**config.mk**
```make
export PLATFORM = sky130hd
export DESIGN_NAME = vdc_regs
export DESIGN_NICKNAME = d
export VERILOG_FILES = /design/src/vdc_pkg.sv /design/src/vdc_regs.sv
export VERILOG_INCLUDE_DIRS = /design/src
export SDC_FILE = /design/constraint.sdc
export NUM_CORES = 1
export LEC_CHECK = 0
export BUFFER_PORTS_ARGS = -buffer_cell sky130_fd_sc_hd__buf_2
export CAP_MARGIN = 20
export CORE_AREA = 2 2 243 269
export DETAILED_ROUTE_END_ITERATION = 8
export DIE_AREA = 0 0 245 271
export HOLD_SLACK_MARGIN = 0.12
export SLEW_MARGIN = 20
export SYNTH_ARGS = -nofsm -noshare
export SYNTH_HDL_FRONTEND = slang
export SYNTH_SLANG_ARGS = --single-unit
```
**constraint.sdc**
```tcl
create_clock -name ref_clk -period 10.9 [get_ports ref_clk]
set_input_delay 1.635 -clock ref_clk [delete_from_list [all_inputs] [get_ports ref_clk]]
set_output_delay 1.635 -clock ref_clk [all_outputs]
set_load 0.01 [all_outputs]
```
**src/vdc_params.svh**
```systemverilog
// register offsets, field positions, reset values and masks of the display config block
`ifndef VDC_PARAMS_SVH
`define VDC_PARAMS_SVH

`define VDC_OFS_SCALER        8'h08
`define VDC_OFS_TOP_BASE      8'h0C
`define VDC_OFS_BOT_BASE      8'h10
`define VDC_OFS_STRIDE        8'h14

`define VDC_SCALER_RESET      32'h0000_0011
`define VDC_SCALER_MASK       32'h001F_FF5F
`define VDC_BASE_RESET        32'h0FFF_FFFC
`define VDC_BASE_MASK         32'hFFFF_FFFC
`define VDC_STRIDE_RESET      32'hFFFC_0000
`define VDC_STRIDE_MASK       32'hFFFC_0000

`define VDC_BIT_DUP           20
`define VDC_POS_HDROP         14
`define VDC_POS_VDROP         8
`define VDC_BIT_SINGLE        6
`define VDC_POS_FMT           3
`define VDC_BIT_DITHER        2
`define VDC_BIT_PACK          1
`define VDC_BIT_LOW_FIRST     0
`define VDC_POS_STRIDE        16
`define VDC_BIT_OVF           8
`define VDC_BIT_GRAB_MODE     1
`define VDC_BIT_GRAB_CMD      0

`define VDC_DECIM_GROUP       7'd64
`define VDC_BOTTOM_PHASE      7'd32

`endif

```
**src/vdc_pkg.sv**
```systemverilog
// types shared by the display config block
package vdc_pkg;

    // pixel output formats
    typedef enum logic [1:0] {
        VDC_FMT_YUV422 = 2'b00,
        VDC_FMT_RGB888 = 2'b01,
        VDC_FMT_RGB565 = 2'b10,
        VDC_FMT_RGB555 = 2'b11
    } vdc_fmt_t;

    // single-frame grab sequencer
    typedef enum logic [1:0] {
        VDC_GRAB_IDLE,
        VDC_GRAB_ARMED,
        VDC_GRAB_FIELD1,
        VDC_GRAB_FIELD2
    } vdc_grab_st_t;

    // effective configuration handed to the display path
    typedef struct packed {
        logic        field_duplicate;
        logic [5:0]  horiz_drop_count;
        logic [5:0]  vert_drop_count;
        logic        single_field_select;
        vdc_fmt_t    output_format_sel;
        logic        dither_active;
        logic        rgb_pack_active;
        logic        byte_order_low_first;
        logic [31:0] top_dest_base;
        logic [31:0] bottom_dest_base;
        logic [15:0] line_increment;
    } vdc_cfg_t;

endpackage

```
**src/vdc_regs.sv**
```systemverilog
// display config registers, decimation, grab sequencer and video fifo
`timescale 1ns/1ps
`include "vdc_params.svh"

// video fifo: full/empty decoded from a registered occupancy count
module vdc_fifo #(
    parameter int WIDTH = 32,
    parameter int DEPTH = 8
) (
    // clock and reset
    input  wire logic             ref_clk,
    input  wire logic             rst_b,
    // fill side
    input  wire logic             in_valid,
    input  wire logic [WIDTH-1:0] in_data,
    output logic                  in_ready,
    // drain side
    output logic                  out_valid,
    output logic [WIDTH-1:0]      out_data,
    input  wire logic             out_ready
);
    localparam int AW = $clog2(DEPTH);

    logic [WIDTH-1:0] mem [DEPTH];          // storage
    logic [AW-1:0]    wr_ptr_ff;            // write index
    logic [AW-1:0]    rd_ptr_ff;            // read index
    logic [AW:0]      cnt_ff;               // occupancy
    logic [AW-1:0]    nxt_wr_ptr;
    logic [AW-1:0]    nxt_rd_ptr;
    logic [AW:0]      nxt_cnt;
    logic             push;
    logic             pop;

    assign in_ready  = (cnt_ff != DEPTH[AW:0]);
    assign out_valid = (cnt_ff != '0);
    assign out_data  = mem[rd_ptr_ff];
    assign push      = in_valid & in_ready;
    assign pop       = out_valid & out_ready;

    // pointer and count next state; wrap assumes a power-of-two depth
    always_comb
    begin
        nxt_wr_ptr = push ? wr_ptr_ff + 1'b1 : wr_ptr_ff;
        nxt_rd_ptr = pop ? rd_ptr_ff + 1'b1 : rd_ptr_ff;
        nxt_cnt    = cnt_ff;
        if (push & ~pop)
            nxt_cnt = cnt_ff + 1'b1;
        else if (pop & ~push)
            nxt_cnt = cnt_ff - 1'b1;
    end

    // pointer and count registers
    always_ff @(posedge ref_clk or negedge rst_b)
    begin
        if (!rst_b)
        begin
            wr_ptr_ff <= '0;
            rd_ptr_ff <= '0;
            cnt_ff    <= '0;
        end
        else
        begin
            wr_ptr_ff <= nxt_wr_ptr;
            rd_ptr_ff <= nxt_rd_ptr;
            cnt_ff    <= nxt_cnt;
        end
    end

    // storage has no reset, so it costs no reset tree
    always_ff @(posedge ref_clk)
    begin
        if (push)
            mem[wr_ptr_ff] <= in_data;
    end
endmodule

// top: register file plus the small amount of logic it steers
module vdc_regs #(
    parameter int PIX_W      = 32,
    parameter int FIFO_DEPTH = 8
) (
    // clock and reset
    input  wire logic              ref_clk,
    input  wire logic              rst_b,
    // host register port
    input  wire logic              reg_wr,
    input  wire logic              reg_rd,
    input  wire logic [7:0]        reg_addr,
    input  wire logic [3:0]        reg_be,
    input  wire logic [31:0]       reg_wdata,
    output logic [31:0]            reg_rdata_ff,
    output logic                   reg_rvalid_ff,
    // enables owned by neighbouring registers
    input  wire logic              display_enable_set,
    input  wire logic              code_read_enable_set,
    input  wire logic              codec_reset_set,
    output logic                   display_enable_ff,
    output logic                   code_read_enable_ff,
    output logic                   codec_reset_ff,
    // video timing and pixel stream
    input  wire logic              field_start,
    input  wire logic              field_is_bottom,
    input  wire logic              line_start,
    input  wire logic              pix_valid,
    input  wire logic [PIX_W-1:0]  pix_data,
    // line addressing
    input  wire logic              line_done,
    input  wire logic [31:0]       last_pix_addr,
    output logic [31:0]            next_line_addr_ff,
    // pixel stream toward the bus
    output logic                   out_valid_ff,
    output logic [PIX_W-1:0]       out_data_ff,
    input  wire logic              out_ready,
    // configuration and status
    output vdc_pkg::vdc_cfg_t      cfg_ff,
    output logic                   xfer_active_ff
);
    // merge a byte-enabled write into the writable bits only
    function automatic logic [31:0] merge(input logic [31:0] old, input logic [31:0] wd,
                                          input logic [3:0] be, input logic [31:0] msk);
        logic [31:0] lanes;
        lanes = {{8{be[3]}}, {8{be[2]}}, {8{be[1]}}, {8{be[0]}}} & msk;
        merge = (old & ~lanes) | (wd & lanes);
    endfunction

    // spread drops evenly: add count, drop when the sum reaches a group of 64
    function automatic logic [7:0] decim_step(input logic [6:0] acc, input logic [5:0] cnt);
        logic [6:0] sum;
        sum = acc + {1'b0, cnt};
        if (sum >= `VDC_DECIM_GROUP)
            decim_step = {1'b1, sum - `VDC_DECIM_GROUP};
        else
            decim_step = {1'b0, sum};
    endfunction

    // register storage
    logic [31:0]          scaler_pixel_format_ff;     // fields of 0x08
    logic [31:0]          top_field_base_ff;          // 0x0c
    logic [31:0]          bottom_field_base_ff;       // 0x10
    logic [31:0]          stride_ff;                  // stride bits of 0x14
    logic                 ovf_flag_ff;                // sticky overflow
    logic                 grab_mode_ff;               // grab mode
    logic                 grab_cmd_ff;                // grab command / busy
    vdc_pkg::vdc_grab_st_t grab_st_ff;                // grab sequencer
    logic [31:0]          nxt_scaler, nxt_top, nxt_bot, nxt_stride;  // register next values
    logic                 nxt_ovf, nxt_grab_mode, nxt_grab_cmd;      // status and grab next values
    vdc_pkg::vdc_grab_st_t nxt_grab_st;
    logic [31:0]          nxt_rdata;
    logic                 grab_done;                  // second field ended
    logic                 wr_scaler, wr_top, wr_bot, wr_stride;      // per-register write strobes

    // decimation and stream state
    logic [6:0]           hacc_ff;                    // horizontal phase
    logic [6:0]           vacc_ff;                    // vertical phase
    logic                 line_keep_ff;               // current line kept
    logic [6:0]           nxt_hacc;
    logic [6:0]           nxt_vacc;
    logic                 nxt_line_keep;
    logic [7:0]           hstep;
    logic [7:0]           vstep;
    logic                 keep_pix;                   // pixel survives decimation
    logic                 fifo_in_ready;
    logic                 fifo_out_valid;
    logic [PIX_W-1:0]     fifo_out_data;
    logic                 fifo_pop;
    logic                 overflow;
    logic                 nxt_out_valid;
    logic [PIX_W-1:0]     nxt_out_data;
    logic                 nxt_xfer;
    vdc_pkg::vdc_cfg_t    nxt_cfg;
    vdc_pkg::vdc_fmt_t    fmt;
    logic [31:0]          nxt_line_addr;

    assign wr_scaler = reg_wr & (reg_addr == `VDC_OFS_SCALER);
    assign wr_top    = reg_wr & (reg_addr == `VDC_OFS_TOP_BASE);
    assign wr_bot    = reg_wr & (reg_addr == `VDC_OFS_BOT_BASE);
    assign wr_stride = reg_wr & (reg_addr == `VDC_OFS_STRIDE);
    assign grab_done = (grab_st_ff == vdc_pkg::VDC_GRAB_FIELD2) & field_start;

    // register file and grab sequencer next state
    always_comb
    begin
        nxt_scaler    = scaler_pixel_format_ff;
        nxt_top       = top_field_base_ff;
        nxt_bot       = bottom_field_base_ff;
        nxt_stride    = stride_ff;
        nxt_grab_mode = grab_mode_ff;
        nxt_grab_cmd  = grab_cmd_ff;
        nxt_grab_st   = grab_st_ff;
        nxt_ovf       = ovf_flag_ff;
        if (wr_scaler)
            nxt_scaler = merge(scaler_pixel_format_ff, reg_wdata, reg_be, `VDC_SCALER_MASK);
        if (wr_top)
            nxt_top = merge(top_field_base_ff, reg_wdata, reg_be, `VDC_BASE_MASK);
        if (wr_bot)
            nxt_bot = merge(bottom_field_base_ff, reg_wdata, reg_be, `VDC_BASE_MASK);
        if (wr_stride)
        begin
            nxt_stride = merge(stride_ff, reg_wdata, reg_be, `VDC_STRIDE_MASK);
            if (reg_be[0])
                nxt_grab_mode = reg_wdata[`VDC_BIT_GRAB_MODE];
            if (reg_be[1] & reg_wdata[`VDC_BIT_OVF])
                nxt_ovf = 1'b0;
            if (reg_be[0] & reg_wdata[`VDC_BIT_GRAB_CMD] & grab_mode_ff)
                nxt_grab_cmd = 1'b1;
        end
        // a fresh overflow beats the clearing write
        if (overflow)
            nxt_ovf = 1'b1;
        // grab sequencer: arm, wait for field edge, take two fields
        case (grab_st_ff)
            vdc_pkg::VDC_GRAB_IDLE:
                if (grab_cmd_ff)
                    nxt_grab_st = vdc_pkg::VDC_GRAB_ARMED;
            vdc_pkg::VDC_GRAB_ARMED:
                if (field_start)
                    nxt_grab_st = vdc_pkg::VDC_GRAB_FIELD1;
            vdc_pkg::VDC_GRAB_FIELD1:
                if (field_start)
                    nxt_grab_st = vdc_pkg::VDC_GRAB_FIELD2;
            vdc_pkg::VDC_GRAB_FIELD2:
                if (field_start)
                    nxt_grab_st = vdc_pkg::VDC_GRAB_IDLE;
            default:
                nxt_grab_st = vdc_pkg::VDC_GRAB_IDLE;
        endcase
        // completion clear is applied after the host set so it beats it
        if (grab_done)
            nxt_grab_cmd = 1'b0;
        // leaving grab mode abandons any grab in progress
        if (!grab_mode_ff)
        begin
            nxt_grab_st  = vdc_pkg::VDC_GRAB_IDLE;
            nxt_grab_cmd = 1'b0;
        end
        // read mux; unmapped offsets and reserved bits read zero
        case (reg_addr)
            `VDC_OFS_SCALER:   nxt_rdata = scaler_pixel_format_ff;
            `VDC_OFS_TOP_BASE: nxt_rdata = top_field_base_ff;
            `VDC_OFS_BOT_BASE: nxt_rdata = bottom_field_base_ff;
            `VDC_OFS_STRIDE:   nxt_rdata = stride_ff | {23'b0, ovf_flag_ff, 6'b0,
                                                         grab_mode_ff, grab_cmd_ff};
            default:           nxt_rdata = 32'h0000_0000;
        endcase
    end

    // register file and grab sequencer registers
    always_ff @(posedge ref_clk or negedge rst_b)
    begin
        if (!rst_b)
        begin
            scaler_pixel_format_ff <= `VDC_SCALER_RESET;
            top_field_base_ff      <= `VDC_BASE_RESET;
            bottom_field_base_ff   <= `VDC_BASE_RESET;
            stride_ff              <= `VDC_STRIDE_RESET;
            ovf_flag_ff            <= 1'b0;
            grab_mode_ff           <= 1'b0;
            grab_cmd_ff            <= 1'b0;
            grab_st_ff             <= vdc_pkg::VDC_GRAB_IDLE;
            reg_rdata_ff           <= 32'h0000_0000;
            reg_rvalid_ff          <= 1'b0;
            display_enable_ff      <= 1'b0;
            code_read_enable_ff    <= 1'b0;
            codec_reset_ff         <= 1'b1;
        end
        else
        begin
            scaler_pixel_format_ff <= nxt_scaler;
            top_field_base_ff      <= nxt_top;
            bottom_field_base_ff   <= nxt_bot;
            stride_ff              <= nxt_stride;
            ovf_flag_ff            <= nxt_ovf;
            grab_mode_ff           <= nxt_grab_mode;
            grab_cmd_ff            <= nxt_grab_cmd;
            grab_st_ff             <= nxt_grab_st;
            reg_rdata_ff           <= nxt_rdata;
            reg_rvalid_ff          <= reg_rd;
            display_enable_ff      <= display_enable_set;
            code_read_enable_ff    <= code_read_enable_set;
            codec_reset_ff         <= codec_reset_set;
        end
    end

    assign fmt   = vdc_pkg::vdc_fmt_t'(scaler_pixel_format_ff[`VDC_POS_FMT +: 2]);
    assign hstep = decim_step(hacc_ff, scaler_pixel_format_ff[`VDC_POS_HDROP +: 6]);
    assign vstep = decim_step(vacc_ff, scaler_pixel_format_ff[`VDC_POS_VDROP +: 6]);
    assign keep_pix = pix_valid & line_keep_ff & xfer_active_ff & ~hstep[7];
    assign overflow = keep_pix & ~fifo_in_ready;
    assign fifo_pop = fifo_out_valid & (~out_valid_ff | out_ready);

    // decimation, effective config, output stage and line address next state
    always_comb
    begin
        nxt_hacc      = hacc_ff;
        nxt_vacc      = vacc_ff;
        nxt_line_keep = line_keep_ff;
        if (line_start)
        begin
            nxt_hacc      = 7'd0;
            nxt_vacc      = vstep[6:0];
            nxt_line_keep = ~vstep[7];
        end
        else if (pix_valid)
            nxt_hacc = hstep[6:0];
        // interlaced source: bottom field phase offset, duplicated fields share phase
        if (field_start)
        begin
            nxt_line_keep = 1'b1;
            if (!scaler_pixel_format_ff[`VDC_BIT_DUP] && field_is_bottom)
                nxt_vacc = `VDC_BOTTOM_PHASE;
            else
                nxt_vacc = 7'd0;
        end
        // grab mode moves video only inside the two grabbed fields
        nxt_xfer = grab_mode_ff ? (grab_st_ff == vdc_pkg::VDC_GRAB_FIELD1 ||
                                   grab_st_ff == vdc_pkg::VDC_GRAB_FIELD2)
                                : display_enable_ff;
        nxt_cfg.field_duplicate      = scaler_pixel_format_ff[`VDC_BIT_DUP];
        nxt_cfg.horiz_drop_count     = scaler_pixel_format_ff[`VDC_POS_HDROP +: 6];
        nxt_cfg.vert_drop_count      = scaler_pixel_format_ff[`VDC_POS_VDROP +: 6];
        nxt_cfg.single_field_select  = scaler_pixel_format_ff[`VDC_BIT_SINGLE];
        nxt_cfg.output_format_sel    = fmt;
        nxt_cfg.dither_active        = scaler_pixel_format_ff[`VDC_BIT_DITHER] &
                                       (fmt == vdc_pkg::VDC_FMT_RGB565 ||
                                        fmt == vdc_pkg::VDC_FMT_RGB555);
        nxt_cfg.rgb_pack_active      = scaler_pixel_format_ff[`VDC_BIT_PACK] &
                                       (fmt == vdc_pkg::VDC_FMT_RGB888);
        nxt_cfg.byte_order_low_first = scaler_pixel_format_ff[`VDC_BIT_LOW_FIRST];
        nxt_cfg.top_dest_base        = top_field_base_ff;
        nxt_cfg.bottom_dest_base     = bottom_field_base_ff;
        nxt_cfg.line_increment       = stride_ff[`VDC_POS_STRIDE +: 16];
        // one-deep output register keeps the port straight from a flop
        nxt_out_valid = out_valid_ff & ~out_ready;
        nxt_out_data  = out_data_ff;
        if (fifo_pop)
        begin
            nxt_out_valid = 1'b1;
            nxt_out_data  = fifo_out_data;
        end
        nxt_line_addr = next_line_addr_ff;
        if (line_done)
            nxt_line_addr = last_pix_addr + {16'h0000, stride_ff[`VDC_POS_STRIDE +: 16]};
    end

    // decimation, config and output stage registers
    always_ff @(posedge ref_clk or negedge rst_b)
    begin
        if (!rst_b)
        begin
            hacc_ff           <= 7'd0;
            vacc_ff           <= 7'd0;
            line_keep_ff      <= 1'b1;
            xfer_active_ff    <= 1'b0;
            cfg_ff            <= '0;
            out_valid_ff      <= 1'b0;
            out_data_ff       <= '0;
            next_line_addr_ff <= 32'h0000_0000;
        end
        else
        begin
            hacc_ff           <= nxt_hacc;
            vacc_ff           <= nxt_vacc;
            line_keep_ff      <= nxt_line_keep;
            xfer_active_ff    <= nxt_xfer;
            cfg_ff            <= nxt_cfg;
            out_valid_ff      <= nxt_out_valid;
            out_data_ff       <= nxt_out_data;
            next_line_addr_ff <= nxt_line_addr;
        end
    end

    // kept pixels are buffered; a full fifo drops the pixel and raises overflow
    vdc_fifo #(
        .WIDTH (PIX_W),
        .DEPTH (FIFO_DEPTH)
    ) u_video_fifo (
        .ref_clk   (ref_clk),
        .rst_b     (rst_b),
        .in_valid  (keep_pix),
        .in_data   (pix_data),
        .in_ready  (fifo_in_ready),
        .out_valid (fifo_out_valid),
        .out_data  (fifo_out_data),
        .out_ready (~out_valid_ff | out_ready)
    );
endmodule

```
* Yosys cells after proc, flatten, opt, wreduce, memory -nomap -nowiden
Memories as Yosys holds them, arrays and structs flattened. A register that Yosys moved wholly into a read port is not among the register bits. Index checks and enable logic that the tools add are counted. Widths: inputs -> output; s select.
Word-level totals: bits in registers 327, bits in writable memories 256, input bits 121, output and inout port bits 201, logic and storage cells 149, memories 1
Cells by class: add/subtract/negate cells 9, magnitude comparators 2, equality and inequality tests 17, muxes and demuxes 29, bitwise operators 42, reduce and logical (&&, ||, !) cells 16
Memories:
- u_video_fifo.mem | words 8, bits a word 32, rd ports 1, clocked after Yosys merged registers in 1, wr ports 1, line vdc_regs.sv:24 | logic [WIDTH-1:0] mem [DEPTH];
Operators with widths (number):
- $and 32x32->32 | 6
- $or 32x32->32 | 4
- $pmux 32 s4 | 1
- $not 32->32 | 2
- $add 32x16->32 | 1
- $and 32x21->32 | 1
- $not 21->32 | 1
- $or 32x9->32 | 1
- $mux 7 | 4
- $and 1x1->1 | 19
- $eq 8x4->1 const B | 2
- $eq 8x5->1 const B | 2
- $mux 8 | 2
- $add 7x6->7 | 2
- $ge 7x7->1 const B | 2
- $sub 7x7->7 const B | 2
- $mux 1 | 13
- $ne 3x3->1 const B | 4
- $mux 2 | 5
- $reduce_bool 2->1 | 5
- $eq 2x2->1 const B | 4
- $mux 4 | 2
- $pmux 2 s4 | 1
- $not 1->1 | 7
- other kinds (15) | 22

* Longest topological paths before layout
word-level depth 10, gate-level depth with buffers 17, mapped depth without buffers 16

* Modules after synthesis
From an unflattened synthesis, not the netlist that was laid out.
Unflattened totals: cell total of the unflattened synthesis 1345, area total of the unflattened synthesis 22748.1 um^2
By module, submodules not included:
- vdc_regs | instances 1, cells each 913, area each 12394.4 um^2, sequential area each 7795.0 um^2
- vdc_fifo | instances 1, cells each 432, area each 10353.7 um^2, sequential area each 7937.6 um^2

* Least setup slack after synthesis
OpenSTA, ideal clock, no wires.
path kind input-to-reg, from input pix_valid, to memory u_video_fifo.mem[4][0] (enable), setup time 502 ps, arrival 5792 ps, required time 10398 ps, setup slack 4606 ps, cell stages on the path 7, buffers on the path 2, path through buf_2 > and3_1 > and3b_1 > and3_1 > or2_2 > buf_2 > nor4bb_1
On the way: longest elaborated chain between the ends 6
Ends and longest elaborated chain:
- start: declaration | line vdc_regs.sv:104 | input wire logic pix_valid,
- $and 1x1->1 (3 in a row) | line vdc_regs.sv:287 | assign keep_pix = pix_valid & line_keep_ff & xfer_active_ff & ~hstep[7];
- $and 1x1->1 | line vdc_regs.sv:37 | assign push = in_valid & in_ready;
- net u_video_fifo.push | line vdc_regs.sv:31 | logic push;
- $mux 1 | line vdc_regs.sv:72 | if (push)
- $mux 1 (not written as such) | line vdc_regs.sv:73 | mem[wr_ptr_ff] <= in_data;
- end: declaration | line vdc_regs.sv:24
The timed path passes the listed nets, and every way through them passes these cells.

* Worst setup path in the final report
from input pix_valid, to register u_video_fifo.cnt_ff[3]
On the way: longest elaborated chain between the ends 7, elaborated cells on any way between the ends 9, classes of those cells mux: 1; bitwise: 7; reduce/logical: 1
Ends and longest elaborated chain:
- $and 1x1->1 * (3 in a row) | line vdc_regs.sv:287
- $and 1x1->1 * | line vdc_regs.sv:37
- $not 1->1 | line vdc_regs.sv:48 | else if (pop & ~push)
- $and 1x1->1 | line vdc_regs.sv:48
- $reduce_bool 2->1 (no source line)
- end signal: assignment | line vdc_regs.sv:65 | cnt_ff <= nxt_cnt;
- end: declaration | line vdc_regs.sv:27 | logic [AW:0] cnt_ff;
Every way passes the cells marked *; elsewhere a longest branch is shown, timed or not. A chain may end at the register's enable or synchronous reset.

==> run metrics <==
cell area after synthesis=22200 um^2; Synth Warn #=0; NetSw=1.48 mW; Hold WC Path Type=reg -> reg; Rows=97; synth unique cells=64; Pint=approximately 4.1 mW; PortBufs=315; initial core utilization=34.9%; share of the synthesized area in the top cell type=34.7%; CTS Root Cell=clkbuf_16; Crit-path slowest cell=or2_2; layout cells sized above 1=41.1%; XOR/XNOR Fraction of Synth Area=1.46%; Leakage=between 10 and 15 nW; Worst-Margin Slew=1.05 ns; Max-slew headroom=29.8%; clk buf depth=3; core area=63500 um^2; async set-reset flop share out of synthesis=55.4%; skew final=~0.026 ns; Setup Buffers After CTS=0; WL final=about 53000 um; routed len/inst=20.6 um; pwr/cell area=207 nW/um^2; full die area=about 66000 um^2; Syn Inst Count=1311; remaining routing DRC violations=0; syn avg cell area=16.9 um^2; WHS=0.398 ns; CTS sink count=574; biggest area consumer among synthesized cells=edfxtp_1; Synth Area in Adders=between 2 and 2.5%; synth top area cells=edfxtp_1 35%, dfrtp_1 28%, dfstp_2 8.3%, mux4_2 6.5%, mux2_2 5.7%; Startpoint Class=input pin; Final nets=1816; Via-to-Cell Ratio=4.97; Final GP Congestion=between 0.8 and 0.9; H-Tree Depth=2; hpwl dp=roughly 33000 um; pin count of the biggest net entering global routing=123; vias in the first global route=13414; commonest cells after routing, fill and taps aside=314 x buf_2, 256 x edfxtp_1, 245 x dfrtp_1; commonest non-fill, non-tap cell in the layout=buf_2; min cycle time layout=around 3.6 ns; first drt pass iteration count=6; total CTS buffers=58; width of the die=245 um; crit-path leading delay family=simple AND/OR/NAND/NOR gates; first-pass GRT wire length=80700 um; critical path type=in -> reg; area grow syn2layout=20.4%; hold buffers post-CTS=0; Vias=roughly 13000; worst path bufs/invs=2; Worst Path Required=around 11 ns; crit-path max FO=11; Synth Register Bits=574; Final Hold Fails=0; outcome=finished clean; post-route ant nets=0; period utilization=between 30% and 40%; placed cell area=24800 um^2; clock slew at reported path FFs=0.06 ns; initial antenna violation count=6; max incr delay on CP=between 0.3 and 0.4 ns; fmax=282 MHz; sw frac=between 20% and 30%; worst skew pair latency=roughly 0.63 ns; clock share of power=a little over a third; Synth Area in Compound Gates=4.92%; worst path arrival time=4.06 ns; Main synth FF type=edfxtp_1; Final Max Tran Viols=0; maximum vdd drop=137 uV; portion of netlist area occupied by mux cells=14.2%; RSZ-0062 raised after global routing=false; main combinational cell family by area after synthesis=multiplexers; DRT iter0 DRCs=765; GRT Residual Overflow=0; Global Route Usage Sum=between 15 and 20%; EDFF count, synth=roughly 260; Crit. End Element=flop; Flop pwr share=between 40% and 50%; TNS Setup=0 ns; io pins=322; critical path, cell by cell=buf_2 -> and3_1 -> and3b_1 -> and3_1 -> or2_2 -> ha_1 -> inv_1 -> ha_1 -> a21o_1 -> a21oi_1 -> xnor2_1 -> nor2_1 -> xor2_1; Die Y=271 um; max_cap viols=0; combinational group share of total power=16.3%; Design Area, Final=26700 um^2; final setup violation count=0; CTS tree=yes; post-synthesis simple-gate area fraction=4.29%; post-CTS sizing=0; post-synthesis sequential area ratio=a little under three quarters
metrics by stage:
step	power, mW	setup WS, ns	instances	util (%)
finish	5.54	7.35	2550	42.0
global route	5.81	7.16	2548	42.0
CTS	5.63	7.42	2546	42.0
detailed placement	3.64	6.74	2437	39.0
global placement	3.62	6.72	2437	39.0
floorplan	3.28	4.61	1316	-
cell usage after synthesis, types with 9 or more instances:
master,instances
o21ai_0,24
nand2_1,32
clkbuf_1,32
mux2_2,112
buf_2,9
nor3_1,9
a222oi_1,24
nor2_1,73
ha_1,35
mux2i_1,42
xnor2_1,28
a21oi_1,62
nand3_1,17
dfstp_2,70
inv_1,41
mux4_2,64
dfrtp_1,248
xor2_1,9
edfxtp_1,256
final timing paths:
check	from	to	slack [ns]	depth (start not counted)
setup reg to reg	flop	u_video_fifo.cnt_ff[3]	7.42	16
max in group asynchronous	rst_b	cfg_ff[37]	8.23	2
hold / removal	flop	cfg_ff[80]	0.40	0
setup / recovery	pix_valid	u_video_fifo.cnt_ff[3]	7.35	13
hold reg to reg	flop	cfg_ff[80]	0.40	0
min in group asynchronous	rst_b	next_line_addr_ff[27]	1.13	1
cells by family (layout without fill, tap and decap cells):
logic type / count (synthesis) / after routing
compound gates: 159 / 159
xor+xnor: 37 / 37
fa+ha+maj: 39 / 39
buf+inv: 95 / 484
flops: 574 / 574
mux: 219 / 219
other cells: 1 / 10
simple gates: 187 / 187
layout make-up:
cell class	count	area, um^2
flip-flops and latches	574	15700
fillers	5770	36800
multi-input cells	647	6110
clock inverters	28	300
repair buffers	334	1730
inverters	41	154
clock buffers	81	1590
diodes	4	10.0
well taps	841	1050
per-layer routing:
layer,vias up,track usage (%),part of all wire [%]
li1,5646,-,-
met1,6554,20.1,41
met2,369,26.9,50
met3,89,3.63,6.1
met4,8,4.96,2.7
met5,-,0,0.091
power groups by stage:
stage	combinational, mW	sequential, mW	clock, mW
final	0.905	2.67	1.96
after global routing	0.993	2.70	2.11
after CTS	0.927	2.68	2.02
after detailed placement	0.925	2.71	0
after global placement	0.910	2.71	0
after floorplan	0.659	2.62	0
Power figures use the tool's default switching activity.
